**src/common/dmf_defs.svh**
```systemverilog
// Register offsets, field widths and timing counts for the drive monitor bank.
// Included by the package and the design; holds definitions only.
`ifndef DMF_DEFS_SVH
`define DMF_DEFS_SVH
// Register word offsets on the plain register port.
`define DMF_OFF_REFERENCE_SPEED 8'h00
`define DMF_OFF_AVERAGE_LOAD_RATE 8'h01
`define DMF_OFF_ENCODER_POSITION_DEVIATION 8'h02
`define DMF_OFF_FEEDBACK_PULSE_COUNT 8'h03
`define DMF_OFF_POWER_ON_TIME 8'h04
`define DMF_OFF_PHASE_CURRENT_RMS 8'h05
`define DMF_OFF_BUS_VOLTAGE 8'h06
`define DMF_OFF_POWER_MODULE_TEMPERATURE 8'h07
`define DMF_OFF_LIVE_INPUT_STATUS 8'h08
`define DMF_OFF_FAULT_HISTORY_SELECT 8'h09
`define DMF_OFF_FAULT_CODE 8'h0A
`define DMF_OFF_FAULT_TIME_STAMP 8'h0B
`define DMF_OFF_FAULT_MOTOR_SPEED 8'h0C
`define DMF_OFF_FAULT_PHASE_U_CURRENT 8'h0D
`define DMF_OFF_FAULT_PHASE_V_CURRENT 8'h0E
`define DMF_OFF_FAULT_BUS_VOLTAGE 8'h0F
`define DMF_OFF_FAULT_INPUT_SNAPSHOT 8'h10
`define DMF_OFF_IRQ_STATUS 8'h11
`define DMF_OFF_IRQ_MASK 8'h12
// Fault history geometry.
`define DMF_HIST_DEPTH 10
`define DMF_SEL_MAX 16'h0009
`define DMF_NUM_INPUTS 5
// Interrupt status bits.
`define DMF_IRQ_FAULT_BIT 0
`define DMF_IRQ_OVERWRITE_BIT 1
`define DMF_IRQ_WIDTH 2
// Timing: clock rate and power-on counter step.
`define DMF_CLK_HZ 200000000
`define DMF_POT_STEP_MS 100
`define DMF_POT_STEP_CYCLES ((`DMF_CLK_HZ / 1000) * `DMF_POT_STEP_MS)
// Seconds tick for the operating time used as fault time stamp.
`define DMF_SEC_CYCLES `DMF_CLK_HZ
`endif

```
**src/common/dmf_pkg.sv**
```systemverilog
// Types shared by the drive monitor bank.
// Assumes dmf_defs.svh is on the include path.
`include "dmf_defs.svh"
package dmf_pkg;
  // One captured fault record.
  typedef struct packed {
    logic [15:0] code;
    logic [31:0] time_stamp;
    logic [15:0] speed;
    logic [15:0] cur_u;
    logic [15:0] cur_v;
    logic [15:0] bus_v;
    logic [`DMF_NUM_INPUTS-1:0] inputs;
  } dmf_record_s;
  // Live measurements presented by the drive core.
  typedef struct packed {
    logic [15:0] reference_speed;
    logic [15:0] average_load_rate;
    logic [15:0] phase_current_rms;
    logic [15:0] bus_voltage;
    logic [15:0] module_temperature;
    logic [15:0] phase_u_current;
    logic [15:0] phase_v_current;
    logic [15:0] motor_speed;
  } dmf_live_s;
  // Register bus request.
  typedef struct packed {
    logic [7:0] addr;
    logic [31:0] wdata;
    logic wr;
    logic rd;
  } dmf_req_s;
endpackage

```
**src/hw/dmf_monitor.sv**
```systemverilog
// Drive monitoring register bank with a ten-deep fault history.
// Assumes live measurements and pulse strobes are synchronous to sys_clk_in.
`timescale 1ns/1ps
`include "dmf_defs.svh"
module dmf_monitor (
  // Clock and reset.
  input wire logic sys_clk_in,
  input wire logic rst_in,
  // Register port.
  input wire dmf_pkg::dmf_req_s req_in,
  output logic [31:0] rdata_out,
  // Live measurements from the drive core.
  input wire dmf_pkg::dmf_live_s live_in,
  input wire logic [`DMF_NUM_INPUTS-1:0] digital_input_in,
  // Position tracking strobes.
  input wire logic ref_pulse_in,
  input wire logic ref_dir_in,
  input wire logic fb_pulse_in,
  input wire logic fb_dir_in,
  input wire logic abs_mode_in,
  input wire logic [31:0] abs_pos_low_in,
  // Fault event.
  input wire logic fault_in,
  input wire logic [15:0] fault_code_in,
  // Interrupt.
  output logic irq_out
);
  // Divider terminal counts, widened to the counter width.
  localparam int DEPTH = `DMF_HIST_DEPTH;
  localparam logic [31:0] POT_CYC = 32'(`DMF_POT_STEP_CYCLES);
  localparam logic [31:0] SEC_CYC = 32'(`DMF_SEC_CYCLES);

  // Records, counters and interrupt state.
  dmf_pkg::dmf_record_s hist_r [DEPTH];
  logic [3:0] hist_count_r;
  logic [15:0] sel_r;
  logic [31:0] deviation_r;
  logic [31:0] fb_count_r;
  logic [31:0] pot_r;
  logic [31:0] pot_div_r;
  logic [31:0] op_sec_r;
  logic [31:0] sec_div_r;
  logic [`DMF_IRQ_WIDTH-1:0] irq_stat_r;
  logic [`DMF_IRQ_WIDTH-1:0] irq_mask_r;
  logic [`DMF_IRQ_WIDTH-1:0] irq_set;
  logic [31:0] rdata_nxt;
  dmf_pkg::dmf_record_s sel_rec;
  dmf_pkg::dmf_record_s cap_rec;

  // Register write decode, used by several processes.
  function automatic logic wr_hit(input dmf_pkg::dmf_req_s r, input logic [7:0] off);
    wr_hit = r.wr && (r.addr == off);
  endfunction

  // Signed step of a direction-qualified pulse.
  function automatic logic [31:0] step(input logic pulse, input logic dir);
    if (!pulse) begin
      step = 32'h0000_0000;
    end else if (dir) begin
      step = 32'hFFFF_FFFF;
    end else begin
      step = 32'h0000_0001;
    end
  endfunction

  // Deviation counts references up and feedback down, wrapping as signed 32 bits.
  // A reference and a feedback strobe in one cycle are summed, cancelling when their directions match, so simultaneous pulses lose nothing.
  always_ff @(posedge sys_clk_in or posedge rst_in) begin
    if (rst_in) begin
      deviation_r <= 32'h0000_0000;
    end else begin
      deviation_r <= deviation_r + step(ref_pulse_in, ref_dir_in) - step(fb_pulse_in, fb_dir_in);
    end
  end

  // Feedback counter; an absolute encoder overrides with its low position word.
  // Relative strobes are not counted while the absolute word is followed; only its low half is visible.
  always_ff @(posedge sys_clk_in or posedge rst_in) begin
    if (rst_in) begin
      fb_count_r <= 32'h0000_0000;
    end else if (abs_mode_in) begin
      fb_count_r <= abs_pos_low_in;
    end else begin
      fb_count_r <= fb_count_r + step(fb_pulse_in, fb_dir_in);
    end
  end

  // Power-on time in 0.1 s steps; the counter wraps after about 13 years.
  // The divider runs from reset release, so the first step lands one full period later.
  always_ff @(posedge sys_clk_in or posedge rst_in) begin
    if (rst_in) begin
      pot_div_r <= 32'h0000_0000;
      pot_r <= 32'h0000_0000;
    end else if (pot_div_r == POT_CYC - 32'h0000_0001) begin
      pot_div_r <= 32'h0000_0000;
      pot_r <= pot_r + 32'h0000_0001;
    end else begin
      pot_div_r <= pot_div_r + 32'h0000_0001;
    end
  end

  // Whole operating seconds, kept apart so the stamp needs no division.
  // Part of a second is dropped, so a stamp can lag the true fault time by up to one second.
  always_ff @(posedge sys_clk_in or posedge rst_in) begin
    if (rst_in) begin
      sec_div_r <= 32'h0000_0000;
      op_sec_r <= 32'h0000_0000;
    end else if (sec_div_r == SEC_CYC - 32'h0000_0001) begin
      sec_div_r <= 32'h0000_0000;
      op_sec_r <= op_sec_r + 32'h0000_0001;
    end else begin
      sec_div_r <= sec_div_r + 32'h0000_0001;
    end
  end

  // Capture of the drive state at the fault instant.
  // Bus voltage is truncated to whole volts; rounding would cost an adder for no visible gain.
  always_comb begin
    cap_rec.code = fault_code_in;
    cap_rec.time_stamp = op_sec_r;
    cap_rec.speed = live_in.motor_speed;
    cap_rec.cur_u = live_in.phase_u_current;
    cap_rec.cur_v = live_in.phase_v_current;
    cap_rec.bus_v = 16'(live_in.bus_voltage / 16'h000A);
    cap_rec.inputs = digital_input_in;
  end

  // History shift register; empty slots hold zero so unused records read zero.
  generate
    for (genvar i = 0; i < DEPTH; i++) begin : g_hist
      if (i == 0) begin : g_head
        // The newest slot takes the capture.
        always_ff @(posedge sys_clk_in or posedge rst_in) begin
          if (rst_in) begin
            hist_r[i] <= '0;
          end else if (fault_in) begin
            hist_r[i] <= cap_rec;
          end
        end
      end else begin : g_tail
        // Older slots take their younger neighbour, so the last record falls off the end.
        always_ff @(posedge sys_clk_in or posedge rst_in) begin
          if (rst_in) begin
            hist_r[i] <= '0;
          end else if (fault_in) begin
            hist_r[i] <= hist_r[i-1];
          end
        end
      end
    end
  endgenerate

  // Count of logged faults, saturating at the history depth.
  // It only serves the overwrite flag, so it never needs to count past a full history.
  always_ff @(posedge sys_clk_in or posedge rst_in) begin
    if (rst_in) begin
      hist_count_r <= 4'h0;
    end else if (fault_in && hist_count_r != 4'(DEPTH)) begin
      hist_count_r <= hist_count_r + 4'h1;
    end
  end

  // Selector ignores out-of-range writes so it always names a valid record.
  always_ff @(posedge sys_clk_in or posedge rst_in) begin
    if (rst_in) begin
      sel_r <= 16'h0000;
    end else if (wr_hit(req_in, `DMF_OFF_FAULT_HISTORY_SELECT) && req_in.wdata[15:0] <= `DMF_SEL_MAX) begin
      sel_r <= req_in.wdata[15:0];
    end
  end

  assign sel_rec = hist_r[sel_r[3:0]];

  // Interrupt events: a new fault, and a fault that pushed out a full history.
  always_comb begin
    irq_set = '0;
    irq_set[`DMF_IRQ_FAULT_BIT] = fault_in;
    irq_set[`DMF_IRQ_OVERWRITE_BIT] = fault_in && (hist_count_r == 4'(DEPTH));
  end

  // Sticky status, write one to clear; a same-cycle event wins over the clear.
  // Reading the status never disturbs it, so software may poll freely.
  always_ff @(posedge sys_clk_in or posedge rst_in) begin
    if (rst_in) begin
      irq_stat_r <= '0;
    end else if (wr_hit(req_in, `DMF_OFF_IRQ_STATUS)) begin
      irq_stat_r <= (irq_stat_r & ~req_in.wdata[`DMF_IRQ_WIDTH-1:0]) | irq_set;
    end else begin
      irq_stat_r <= irq_stat_r | irq_set;
    end
  end

  // Interrupt mask, all sources masked after reset.
  always_ff @(posedge sys_clk_in or posedge rst_in) begin
    if (rst_in) begin
      irq_mask_r <= '0;
    end else if (wr_hit(req_in, `DMF_OFF_IRQ_MASK)) begin
      irq_mask_r <= req_in.wdata[`DMF_IRQ_WIDTH-1:0];
    end
  end

  assign irq_out = |(irq_stat_r & irq_mask_r);

  // Read multiplexer; unmapped offsets read zero.
  // Fault fields follow the selector as it stands in the strobe cycle.
  always_comb begin
    rdata_nxt = 32'h0000_0000;
    case (req_in.addr)
      `DMF_OFF_REFERENCE_SPEED: rdata_nxt = {16'h0000, live_in.reference_speed};
      `DMF_OFF_AVERAGE_LOAD_RATE: rdata_nxt = {16'h0000, live_in.average_load_rate};
      `DMF_OFF_ENCODER_POSITION_DEVIATION: rdata_nxt = deviation_r;
      `DMF_OFF_FEEDBACK_PULSE_COUNT: rdata_nxt = fb_count_r;
      `DMF_OFF_POWER_ON_TIME: rdata_nxt = pot_r;
      `DMF_OFF_PHASE_CURRENT_RMS: rdata_nxt = {16'h0000, live_in.phase_current_rms};
      `DMF_OFF_BUS_VOLTAGE: rdata_nxt = {16'h0000, live_in.bus_voltage};
      `DMF_OFF_POWER_MODULE_TEMPERATURE: rdata_nxt = {16'h0000, live_in.module_temperature};
      `DMF_OFF_LIVE_INPUT_STATUS: rdata_nxt = {27'h0, digital_input_in};
      `DMF_OFF_FAULT_HISTORY_SELECT: rdata_nxt = {16'h0000, sel_r};
      `DMF_OFF_FAULT_CODE: rdata_nxt = {16'h0000, sel_rec.code};
      `DMF_OFF_FAULT_TIME_STAMP: rdata_nxt = sel_rec.time_stamp;
      `DMF_OFF_FAULT_MOTOR_SPEED: rdata_nxt = {16'h0000, sel_rec.speed};
      `DMF_OFF_FAULT_PHASE_U_CURRENT: rdata_nxt = {16'h0000, sel_rec.cur_u};
      `DMF_OFF_FAULT_PHASE_V_CURRENT: rdata_nxt = {16'h0000, sel_rec.cur_v};
      `DMF_OFF_FAULT_BUS_VOLTAGE: rdata_nxt = {16'h0000, sel_rec.bus_v};
      `DMF_OFF_FAULT_INPUT_SNAPSHOT: rdata_nxt = {27'h0, sel_rec.inputs};
      `DMF_OFF_IRQ_STATUS: rdata_nxt = {30'h0, irq_stat_r};
      `DMF_OFF_IRQ_MASK: rdata_nxt = {30'h0, irq_mask_r};
      default: rdata_nxt = 32'h0000_0000;
    endcase
  end

  // Read data stands only in the cycle after the read strobe.
  always_ff @(posedge sys_clk_in or posedge rst_in) begin
    if (rst_in) begin
      rdata_out <= 32'h0000_0000;
    end else if (req_in.rd) begin
      rdata_out <= rdata_nxt;
    end else begin
      rdata_out <= 32'h0000_0000;
    end
  end

  // Assertions on the history, the counters, the read path and the interrupt.
  // Selector and history records.
  a_sel_range: assert property (@(posedge sys_clk_in) disable iff (rst_in)
    sel_r <= `DMF_SEL_MAX)
    else $error("selector out of range");
  a_sel_write: assert property (@(posedge sys_clk_in) disable iff (rst_in)
    req_in.wr && req_in.addr == `DMF_OFF_FAULT_HISTORY_SELECT && req_in.wdata[15:0] <= `DMF_SEL_MAX
    |=> sel_r == $past(req_in.wdata[15:0]))
    else $error("selector write lost");
  a_sel_refused: assert property (@(posedge sys_clk_in) disable iff (rst_in)
    req_in.wr && req_in.addr == `DMF_OFF_FAULT_HISTORY_SELECT && req_in.wdata[15:0] > `DMF_SEL_MAX
    |=> $stable(sel_r))
    else $error("out-of-range selector taken");
  a_hist_shift: assert property (@(posedge sys_clk_in) disable iff (rst_in)
    fault_in |=> hist_r[1] == $past(hist_r[0]) && hist_r[9] == $past(hist_r[8]))
    else $error("history not shifted");
  a_hist_hold: assert property (@(posedge sys_clk_in) disable iff (rst_in)
    !fault_in |=> $stable(hist_r[0]) && $stable(hist_r[9]))
    else $error("history moved without fault");
  a_count_sat: assert property (@(posedge sys_clk_in) disable iff (rst_in)
    hist_count_r <= 4'(DEPTH))
    else $error("fault count past depth");
  a_hist_capture: assert property (@(posedge sys_clk_in) disable iff (rst_in)
    fault_in |=> hist_r[0].code == $past(fault_code_in))
    else $error("fault code not captured");
  a_speed_capture: assert property (@(posedge sys_clk_in) disable iff (rst_in)
    fault_in |=> hist_r[0].speed == $past(live_in.motor_speed))
    else $error("fault speed not captured");
  a_cur_u_capture: assert property (@(posedge sys_clk_in) disable iff (rst_in)
    fault_in |=> hist_r[0].cur_u == $past(live_in.phase_u_current))
    else $error("phase U current not captured");
  a_cur_v_capture: assert property (@(posedge sys_clk_in) disable iff (rst_in)
    fault_in |=> hist_r[0].cur_v == $past(live_in.phase_v_current))
    else $error("phase V current not captured");
  a_busv_capture: assert property (@(posedge sys_clk_in) disable iff (rst_in)
    fault_in |=> hist_r[0].bus_v == $past(live_in.bus_voltage) / 16'h000A)
    else $error("fault bus voltage not captured");
  a_inputs_capture: assert property (@(posedge sys_clk_in) disable iff (rst_in)
    fault_in |=> hist_r[0].inputs == $past(digital_input_in))
    else $error("input snapshot wrong");
  a_stamp_capture: assert property (@(posedge sys_clk_in) disable iff (rst_in)
    fault_in |=> hist_r[0].time_stamp == $past(op_sec_r))
    else $error("time stamp wrong");
  a_empty_zero: assert property (@(posedge sys_clk_in) disable iff (rst_in)
    hist_count_r == 4'h0 |-> sel_rec == '0)
    else $error("empty history not zero");

  // Position and time counters.
  a_dev_track: assert property (@(posedge sys_clk_in) disable iff (rst_in)
    ref_pulse_in && !ref_dir_in && !fb_pulse_in |=> deviation_r == $past(deviation_r) + 32'h0000_0001)
    else $error("deviation not incremented");
  a_dev_fb: assert property (@(posedge sys_clk_in) disable iff (rst_in)
    fb_pulse_in && !fb_dir_in && !ref_pulse_in |=> deviation_r == $past(deviation_r) - 32'h0000_0001)
    else $error("deviation not decremented");
  a_fb_abs: assert property (@(posedge sys_clk_in) disable iff (rst_in)
    abs_mode_in |=> fb_count_r == $past(abs_pos_low_in))
    else $error("absolute position not followed");
  a_fb_count: assert property (@(posedge sys_clk_in) disable iff (rst_in)
    !abs_mode_in && fb_pulse_in && !fb_dir_in |=> fb_count_r == $past(fb_count_r) + 32'h0000_0001)
    else $error("feedback pulse not counted");
  a_pot_step: assert property (@(posedge sys_clk_in) disable iff (rst_in)
    pot_div_r == POT_CYC - 32'h0000_0001 |=> pot_r == $past(pot_r) + 32'h0000_0001 && pot_div_r == 32'h0)
    else $error("power-on time not advanced");
  a_pot_div: assert property (@(posedge sys_clk_in) disable iff (rst_in)
    pot_div_r != POT_CYC - 32'h0000_0001 |=> pot_div_r == $past(pot_div_r) + 32'h0000_0001 && $stable(pot_r))
    else $error("power-on divider wrong");
  a_sec_div: assert property (@(posedge sys_clk_in) disable iff (rst_in)
    sec_div_r != SEC_CYC - 32'h0000_0001 |=> sec_div_r == $past(sec_div_r) + 32'h0000_0001 && $stable(op_sec_r))
    else $error("seconds divider wrong");

  // Read path: data one cycle after the strobe, zero otherwise.
  a_rd_idle: assert property (@(posedge sys_clk_in) disable iff (rst_in)
    !req_in.rd |=> rdata_out == 32'h0000_0000)
    else $error("read data without strobe");
  a_rd_next: assert property (@(posedge sys_clk_in) disable iff (rst_in)
    req_in.rd && req_in.addr == `DMF_OFF_LIVE_INPUT_STATUS |=> rdata_out[4:0] == $past(digital_input_in))
    else $error("input status read wrong");
  a_rd_ref_speed: assert property (@(posedge sys_clk_in) disable iff (rst_in)
    req_in.rd && req_in.addr == `DMF_OFF_REFERENCE_SPEED |=> rdata_out == {16'h0000, $past(live_in.reference_speed)})
    else $error("reference speed read wrong");
  a_rd_load: assert property (@(posedge sys_clk_in) disable iff (rst_in)
    req_in.rd && req_in.addr == `DMF_OFF_AVERAGE_LOAD_RATE |=> rdata_out == {16'h0000, $past(live_in.average_load_rate)})
    else $error("load rate read wrong");
  a_rd_phase: assert property (@(posedge sys_clk_in) disable iff (rst_in)
    req_in.rd && req_in.addr == `DMF_OFF_PHASE_CURRENT_RMS |=> rdata_out == {16'h0000, $past(live_in.phase_current_rms)})
    else $error("phase current read wrong");
  a_rd_bus: assert property (@(posedge sys_clk_in) disable iff (rst_in)
    req_in.rd && req_in.addr == `DMF_OFF_BUS_VOLTAGE |=> rdata_out == {16'h0000, $past(live_in.bus_voltage)})
    else $error("bus voltage read wrong");
  a_rd_temp: assert property (@(posedge sys_clk_in) disable iff (rst_in)
    req_in.rd && req_in.addr == `DMF_OFF_POWER_MODULE_TEMPERATURE |=> rdata_out[15:0] == $past(live_in.module_temperature))
    else $error("temperature read wrong");
  a_rd_code: assert property (@(posedge sys_clk_in) disable iff (rst_in)
    req_in.rd && req_in.addr == `DMF_OFF_FAULT_CODE |=> rdata_out == {16'h0000, $past(sel_rec.code)})
    else $error("fault code read wrong");
  a_rd_stamp: assert property (@(posedge sys_clk_in) disable iff (rst_in)
    req_in.rd && req_in.addr == `DMF_OFF_FAULT_TIME_STAMP |=> rdata_out == $past(sel_rec.time_stamp))
    else $error("time stamp read wrong");
  a_rd_snapshot: assert property (@(posedge sys_clk_in) disable iff (rst_in)
    req_in.rd && req_in.addr == `DMF_OFF_FAULT_INPUT_SNAPSHOT |=> rdata_out == {27'h0, $past(sel_rec.inputs)})
    else $error("input snapshot read wrong");

  // Interrupt status: events always land, and a clear only drops bits that had no event.
  a_irq_set_wins: assert property (@(posedge sys_clk_in) disable iff (rst_in)
    irq_set != '0 |=> (irq_stat_r & $past(irq_set)) == $past(irq_set))
    else $error("interrupt event lost");
  a_irq_clear: assert property (@(posedge sys_clk_in) disable iff (rst_in)
    req_in.wr && req_in.addr == `DMF_OFF_IRQ_STATUS && irq_set == '0
    |=> (irq_stat_r & $past(req_in.wdata[`DMF_IRQ_WIDTH-1:0])) == '0)
    else $error("status bit not cleared");
  a_mask_write: assert property (@(posedge sys_clk_in) disable iff (rst_in)
    req_in.wr && req_in.addr == `DMF_OFF_IRQ_MASK |=> irq_mask_r == $past(req_in.wdata[`DMF_IRQ_WIDTH-1:0]))
    else $error("mask write lost");

  // Main scenarios.
  c_fault: cover property (@(posedge sys_clk_in) disable iff (rst_in) fault_in);
  c_full: cover property (@(posedge sys_clk_in) disable iff (rst_in) irq_set[`DMF_IRQ_OVERWRITE_BIT]);
  c_sel9: cover property (@(posedge sys_clk_in) disable iff (rst_in) sel_r == `DMF_SEL_MAX && sel_rec != '0);
  c_irq: cover property (@(posedge sys_clk_in) disable iff (rst_in) irq_out);
  c_sel_refused: cover property (@(posedge sys_clk_in) disable iff (rst_in)
    req_in.wr && req_in.addr == `DMF_OFF_FAULT_HISTORY_SELECT && req_in.wdata[15:0] > `DMF_SEL_MAX);
endmodule

```
**config.mk**
```make
export PLATFORM = sky130hd
export DESIGN_NAME = dmf_monitor
export DESIGN_NICKNAME = d
export VERILOG_FILES = /design/src/common/dmf_pkg.sv /design/src/hw/dmf_monitor.sv
export VERILOG_INCLUDE_DIRS = /design/src /design/src/common
export SDC_FILE = /design/constraint.sdc
export NUM_CORES = 2
export LEC_CHECK = 0
export ABC_CLOCK_PERIOD_IN_PS = 41400
export BUFFER_PORTS_ARGS = -buffer_cell sky130_fd_sc_hd__buf_2
export CORE_MARGIN = 2
export CORE_UTILIZATION = 50
export DETAILED_ROUTE_END_ITERATION = 8
export PLACE_DENSITY_LB_ADDON = 0.15
export SLEW_MARGIN = 20
export SYNTH_ARGS = -nofsm -noshare
export SYNTH_HDL_FRONTEND = slang
export SYNTH_SLANG_ARGS = --single-unit
```
**constraint.sdc**
```tcl
create_clock -name sys_clk_in -period 41.4 [get_ports sys_clk_in]
set_input_delay 0 -clock sys_clk_in [delete_from_list [all_inputs] [get_ports sys_clk_in]]
set_output_delay 0 -clock sys_clk_in [all_outputs]
set_load 0.01 [all_outputs]
```
# After elaboration in Yosys (flattened, before gate mapping)
# Index checks and enable logic that the tools add are counted.
# word_totals
register_bits	1418
input_bits	231
output_inout_bits	33
# classes
n_lt_le_gt_ge	2
div	1
n_reduce_logical	8
n_mux	14
bitwise_logic	6
eq_ne	22
add_sub_neg	8
# op_table
op	n
32-bit one-hot mux with 19 select lines	1
117-bit binary-select mux with 4-bit select	1
32-bit 2-to-1 mux	9
117-bit 2-to-1 mux	2
32-bit by 1-bit adder with 32-bit output (second input constant)	4
32-bit adder	2
8-bit by 4-bit equality test with 1-bit output (second input constant)	8
32-bit by 25-bit equality test with 1-bit output (second input constant)	1
32-bit by 28-bit equality test with 1-bit output (second input constant)	1
8-bit by 3-bit equality test with 1-bit output (second input constant)	4
32-bit subtractor	1
8-bit by 5-bit equality test with 1-bit output (second input constant)	3
16-bit by 4-bit divider with 16-bit output (second input constant)	1
8-bit by 2-bit equality test with 1-bit output (second input constant)	2
16-bit by 4-bit <= comparator with 1-bit output (second input constant)	1
8-bit by 1-bit equality test with 1-bit output (second input constant)	1
8-bit zero test	1
1-bit logical AND	6
5-bit >= comparator (second input constant)	1
4-bit NOT with 5-bit output	1
4-bit by 1-bit adder with 4-bit output (second input constant)	1
2-bit AND	2
4-bit equality test (second input constant)	1
4-bit != test (second input constant)	1
other kinds (4)	5

# Logic depth before layout (Yosys ltp)
# logic_depth
depth_word	6
ltp_mapped	21
mapped_depth_nobuf	21

# Worst setup path after synthesis
# OpenSTA, ideal clock, no wires.
# synth_timing
kind	input to register
from	in fb_pulse_in
to	reg deviation_r[30]
path_slack_ns	35.828
arrival_ns	5.446
t_required_ns	41.274
setup_time_ns	0.126
stages	19
n_path_buf	0
cell_sequence	nand2_1 -> inv_1 -> fa_1 -> fa_1 -> nor2b_1 -> o21ai_0 -> a21boi_0 -> o21ai_0 -> a21boi_0 -> o21ai_0 -> a21boi_0 -> o21ai_0 -> a21bo_2 -> o2bb2ai_1 -> o311ai_0 -> nand3_1 -> a31oi_1 -> mux2i_1 -> nand2_1
# synth_via
elab_chain_len	2
# synth_rtl
item	line	text
start: declaration	dmf_monitor.sv:18	input wire logic fb_pulse_in,
32-bit 2-to-1 mux	dmf_monitor.sv:57	if (!pulse) begin
32-bit subtractor	dmf_monitor.sv:72	deviation_r <= deviation_r + step(ref_pulse_in, ref_dir_in) - step(fb_pulse_in, fb_dir_in);
end signal: assignment	dmf_monitor.sv:72	
end: declaration	dmf_monitor.sv:37	logic [31:0] deviation_r;
# No other way between the ends.
# A chain may end at the register's enable or synchronous reset.

# Worst setup path in the final report
# layout_timing
from	in live_in[77] (netlist name)
to	reg hist_r[1058] (netlist name)
# layout_via
elab_chain_len	1
# layout_rtl
item	line	text
start: declaration	dmf_monitor.sv:13	input wire dmf_pkg::dmf_live_s live_in,
16-bit by 4-bit divider with 16-bit output	dmf_monitor.sv:124	cap_rec.bus_v = 16'(live_in.bus_voltage / 16'h000A);
end signal: indexed assignment	dmf_monitor.sv:137	hist_r[i] <= cap_rec;
end: declaration	dmf_monitor.sv:34	dmf_pkg::dmf_record_s hist_r [DEPTH];
# No other way between the ends.

==> run_results.csv <==
group,metric,value,unit
logic_synthesis,synth.cell_area,67300,um2
timing,worstMarginPinSlew,1.14,ns
detailed_routing,drt_iter0_drc,3234,
timing,slew_viol_final,0,
detailed_routing,drt.antenna.violating_nets,0,
critical_path,worstSetupEndpointType,"flop",
logic_synthesis,synthFlopType,"dfrtp_1",
clock_network,cts_resized,0,
placed_design,hpwl,105000,um
die,core.rowCount,134,
critical_path,crit_type,"input pin to flop",
critical_path,r2r_slack,35.70,ns
critical_path,setup.worst_path.start_class,"input pin",
pwr,p_leak,33.7,nW
layout,fillCellCount,10600,
clock_network,cts_root_buf,"clkbuf_16",
critical_path,rr_endpoint,"rdata_out[0]",
layout,layout.nets,5850,
hold_path,hold_start,"fault_code_in[10]",
clock_network,post_cts_buffers,0,
clock_network,path_clk_slew,0.06,ns
logic_synthesis,syn_nets,5374,
logic_synthesis,yosys-top-cells-count,"dfrtp_1, mux2_2, nand2_1",
critical_path,rr_worst_depth,12,
pwr,p_comb_share,21.3,%
detailed_routing,routedWlPerCell,22.0,um
logic_synthesis,ys_types,101,
pwr,vdd_drop_max,0.0468,mV
timing,fin_crit,6.05,ns
global_route,grt.total_usage,23.9,%
logic_synthesis,ys_seq_area_share,51.6,%
critical_path,worstPathMaxFanout,18,
layout,postLayoutCoreUtil,58.8,%
placed_design,io_buffers,247,
die,die-area,138000,um2
layout,area_delta_synth_final,16.5,%
layout,drive_above_1_share,35.6,%
timing,finClkSkew,0.0335,ns
detailed_routing,via_per_inst,5.83,
pwr,powerDensity,52.1,nW/um2
clock_network,cts_buffer_depth,3,
timing,rsz0062_at_grt,"no",
clock_network,cts_sinks,1388,
die,die_y,371,um
timing,finalHoldViolCount,0,
logic_synthesis,synth-seq-cells,1388,
die,core,133000,um2
critical_path,r2r-start,"sel_r[0]",
pwr,p_seq_share,45.3,%
flow_run,drv_cap,0,
pwr,p_sw_share,28.3,%
clock_network,cts_tree,"done",
die,start_util,50.4,%
placed_design,gp_congestion,0.897,
logic_synthesis,synth_edf_count,0,
logic_synthesis,yosys-top-cells-area,"dfrtp_1, mux2_2, mux4_2, mux2i_1, xnor2_1",
hold_path,holdPathStages,3,
pwr,p_clk_share,33.4,%
timing,finalSetupViolCount,0,
detailed_routing,vias,43200,
global_route,grt_pass1_vias,43600,
logic_synthesis,synth_top_area_cell,"dfrtp_1",
die,fp.dieW,371,um
logic_synthesis,avgSynthCellArea,13.3,um2
clock_network,clock_latency,0.79,ns
placed_design,place_area,70300,um2
timing,timing.setup.tns,0,ns
logic_synthesis,yosys_warnings,0,
pwr,p_int,2.93,mW
layout,postLayoutCellArea,78400,um2
global_route,antenna_found_initial,11,
logic_synthesis,synth_cells,5042,
detailed_routing,drt_first_pass_iters,6,
hold_path,hold-path-endpoint,"hist_r[1164]",
detailed_routing,drc,0,
timing,timing.hold.ws,0.0685,ns
clock_network,cts_buffers,151,
timing,relSlewSlack,24.1,%
logic_synthesis,synthArstFlopShare,100,%
clock_network,htree_levels,4,
die,io_pins,264,
logic_synthesis,yosysMostFrequentCell,"dfrtp_1",
critical_path,cp.arrival,6.69,ns
global_route,grt_pass1_wl,256000,um
logic_synthesis,synth_top_cell_area_share,51.6,%
detailed_routing,drt-total-wl,163000,um
timing,fin_crit_sh,14.6,%
outcome,status,"finished, final reports clean",
hold_path,hp-class,"input pin to flop",
critical_path,worstPathRequired,42.05,ns
pwr,netSwitchingPower,1.16,mW
global_route,grt-ovfl-total,0,
pwr,power,4.09,mW
global_route,grt_max_degree,183,
timing,fmax,0.165,GHz
==> per-layer routing <==
layer  global-route usage, %  wire length (um)  up-vias
met5                       0                13        -
met1                    34.3             74500    22400
met3                    3.36              7120      293
li1                        -                 -    19500
met2                    37.5             76000      961
met4                    8.42              5470        2
==> cell usage in the layout, fill, tap and decap left out, types with 14 or more instances in the layout <==
| cell type | n |
|---|---|
| dfrtp_1 | 1385 |
| mux2_2 | 1142 |
| dlygate4sd3_1 | 302 |
| nand2_1 | 279 |
| mux4_2 | 254 |
| buf_2 | 246 |
| o21ai_0 | 189 |
| nor2_1 | 168 |
| clkbuf_16 | 153 |
| inv_1 | 136 |
| mux2i_1 | 133 |
| a21oi_1 | 125 |
| xnor2_1 | 121 |
| a22oi_1 | 85 |
| nand3_1 | 79 |
| ha_1 | 69 |
| buf_4 | 67 |
| xor2_1 | 63 |
| nor3_1 | 44 |
| clkbuf_8 | 39 |
| clkbuf_1 | 38 |
| nand4_1 | 35 |
| nor2b_1 | 33 |
| and3_1 | 33 |
| fa_1 | 32 |
| clkinv_2 | 21 |
| a222oi_1 | 19 |
| a31oi_1 | 18 |
| nand2b_1 | 17 |
| a21o_1 | 14 |
==> worst max-delay path by stage <==
stage / cells after the start / endpoint / start / slack [ns]
2_1_floorplan: 1 / deviation_r[0] / rst_in / 2.26
3_3_place_gp: 19 / deviation_r[30] / ref_pulse_in / 35.97
3_5_place_dp: 19 / deviation_r[30] / ref_pulse_in / 35.92
4_1_cts: 19 / hist_r[1058] / live_in[79] / 35.61
5_1_grt: 19 / hist_r[1058] / live_in[77] / 34.94
6_report: 19 / hist_r[1058] / live_in[77] / 35.35
==> flip-flops by register name (all words and copies together) (netlist names) <==
name          flops
sel_r            16
sec_div_r        32
rdata_out        32
pot_r            32
irq_mask_r        2
pot_div_r        32
irq_stat_r        2
deviation_r      32
fb_count_r       32
hist_count_r      4
op_sec_r         32
hist_r         1140
==> critical path, cell delays in order <==
cell and delay (ns):
dlygate4sd3_1 0.57, buf_2 0.35, nor2b_1 0.38, a22oi_1 0.17, o22ai_1 0.47, o21ai_1 0.19
o211ai_1 0.16, nand2_1 0.26, xnor2_1 0.49, a21oi_1 0.14, a211oi_2 0.80, a2111oi_0 0.23
a311o_1 0.36, nor4b_4 0.42, a32oi_1 0.14, a2111oi_2 0.36, dlygate4sd3_1 0.59, nor3_1 0.04
dlygate4sd3_1 0.58
==> per-stage QoR <==
stage	setup slack, ns	cells
floorplan	2.26	5042
global placement	35.97	6831
detailed placement	35.92	6831
CTS	35.61	7407
global route	34.94	7413
finish	35.35	7416
==> cells by family (layout without fill, tap and decap cells) <==
| group | count (synthesis) | in the layout | synth area share [%] |
|---|---|---|---|
| mux | 1529 | 1529 | 29.6 |
| xor+xnor | 185 | 185 | 2.44 |
| other cells | 0 | 9 | 0 |
| compound gates | 620 | 620 | 6.13 |
| simple gates | 774 | 774 | 5.46 |
| fa+ha+maj | 102 | 102 | 2.25 |
| flops | 1388 | 1388 | 51.6 |
| buf+inv | 444 | 1041 | 2.52 |
==> power by group through the flow <==
stage          logic [mW]  registers (mW)  clock network (mW)
4_1_cts             0.873            1.85                1.40
3_3_place_gp        0.812            1.86                   0
5_1_grt             0.964            1.89                1.45
2_1_floorplan       0.680            1.81                   0
3_5_place_dp        0.834            1.87                   0
6_report            0.872            1.85                1.36
==> layout make-up <==
class / count / area (um2) / share of cell area, %
antenna: 9 / 22.5 / 0.0287
clock buffer: 230 / 4510 / 5.75
clock inverter: 44 / 537 / 0.684
inverter: 144 / 549 / 0.700
multi-input combinational: 3210 / 30900 / 39.4
sequential: 1388 / 34700 / 44.3
tap: 1768 / 2210 / 2.82
timing repair buffer: 623 / 4910 / 6.26
==> repair_timing <==
| item | CTS | global route |
|---|---|---|
| endpoints found under the hold margin | 363 | 0 |
| hold buffers | 302 | 0 |
| endpoints found under the setup margin | 0 | 0 |
Note: power is estimated with default switching activity, not from simulation.
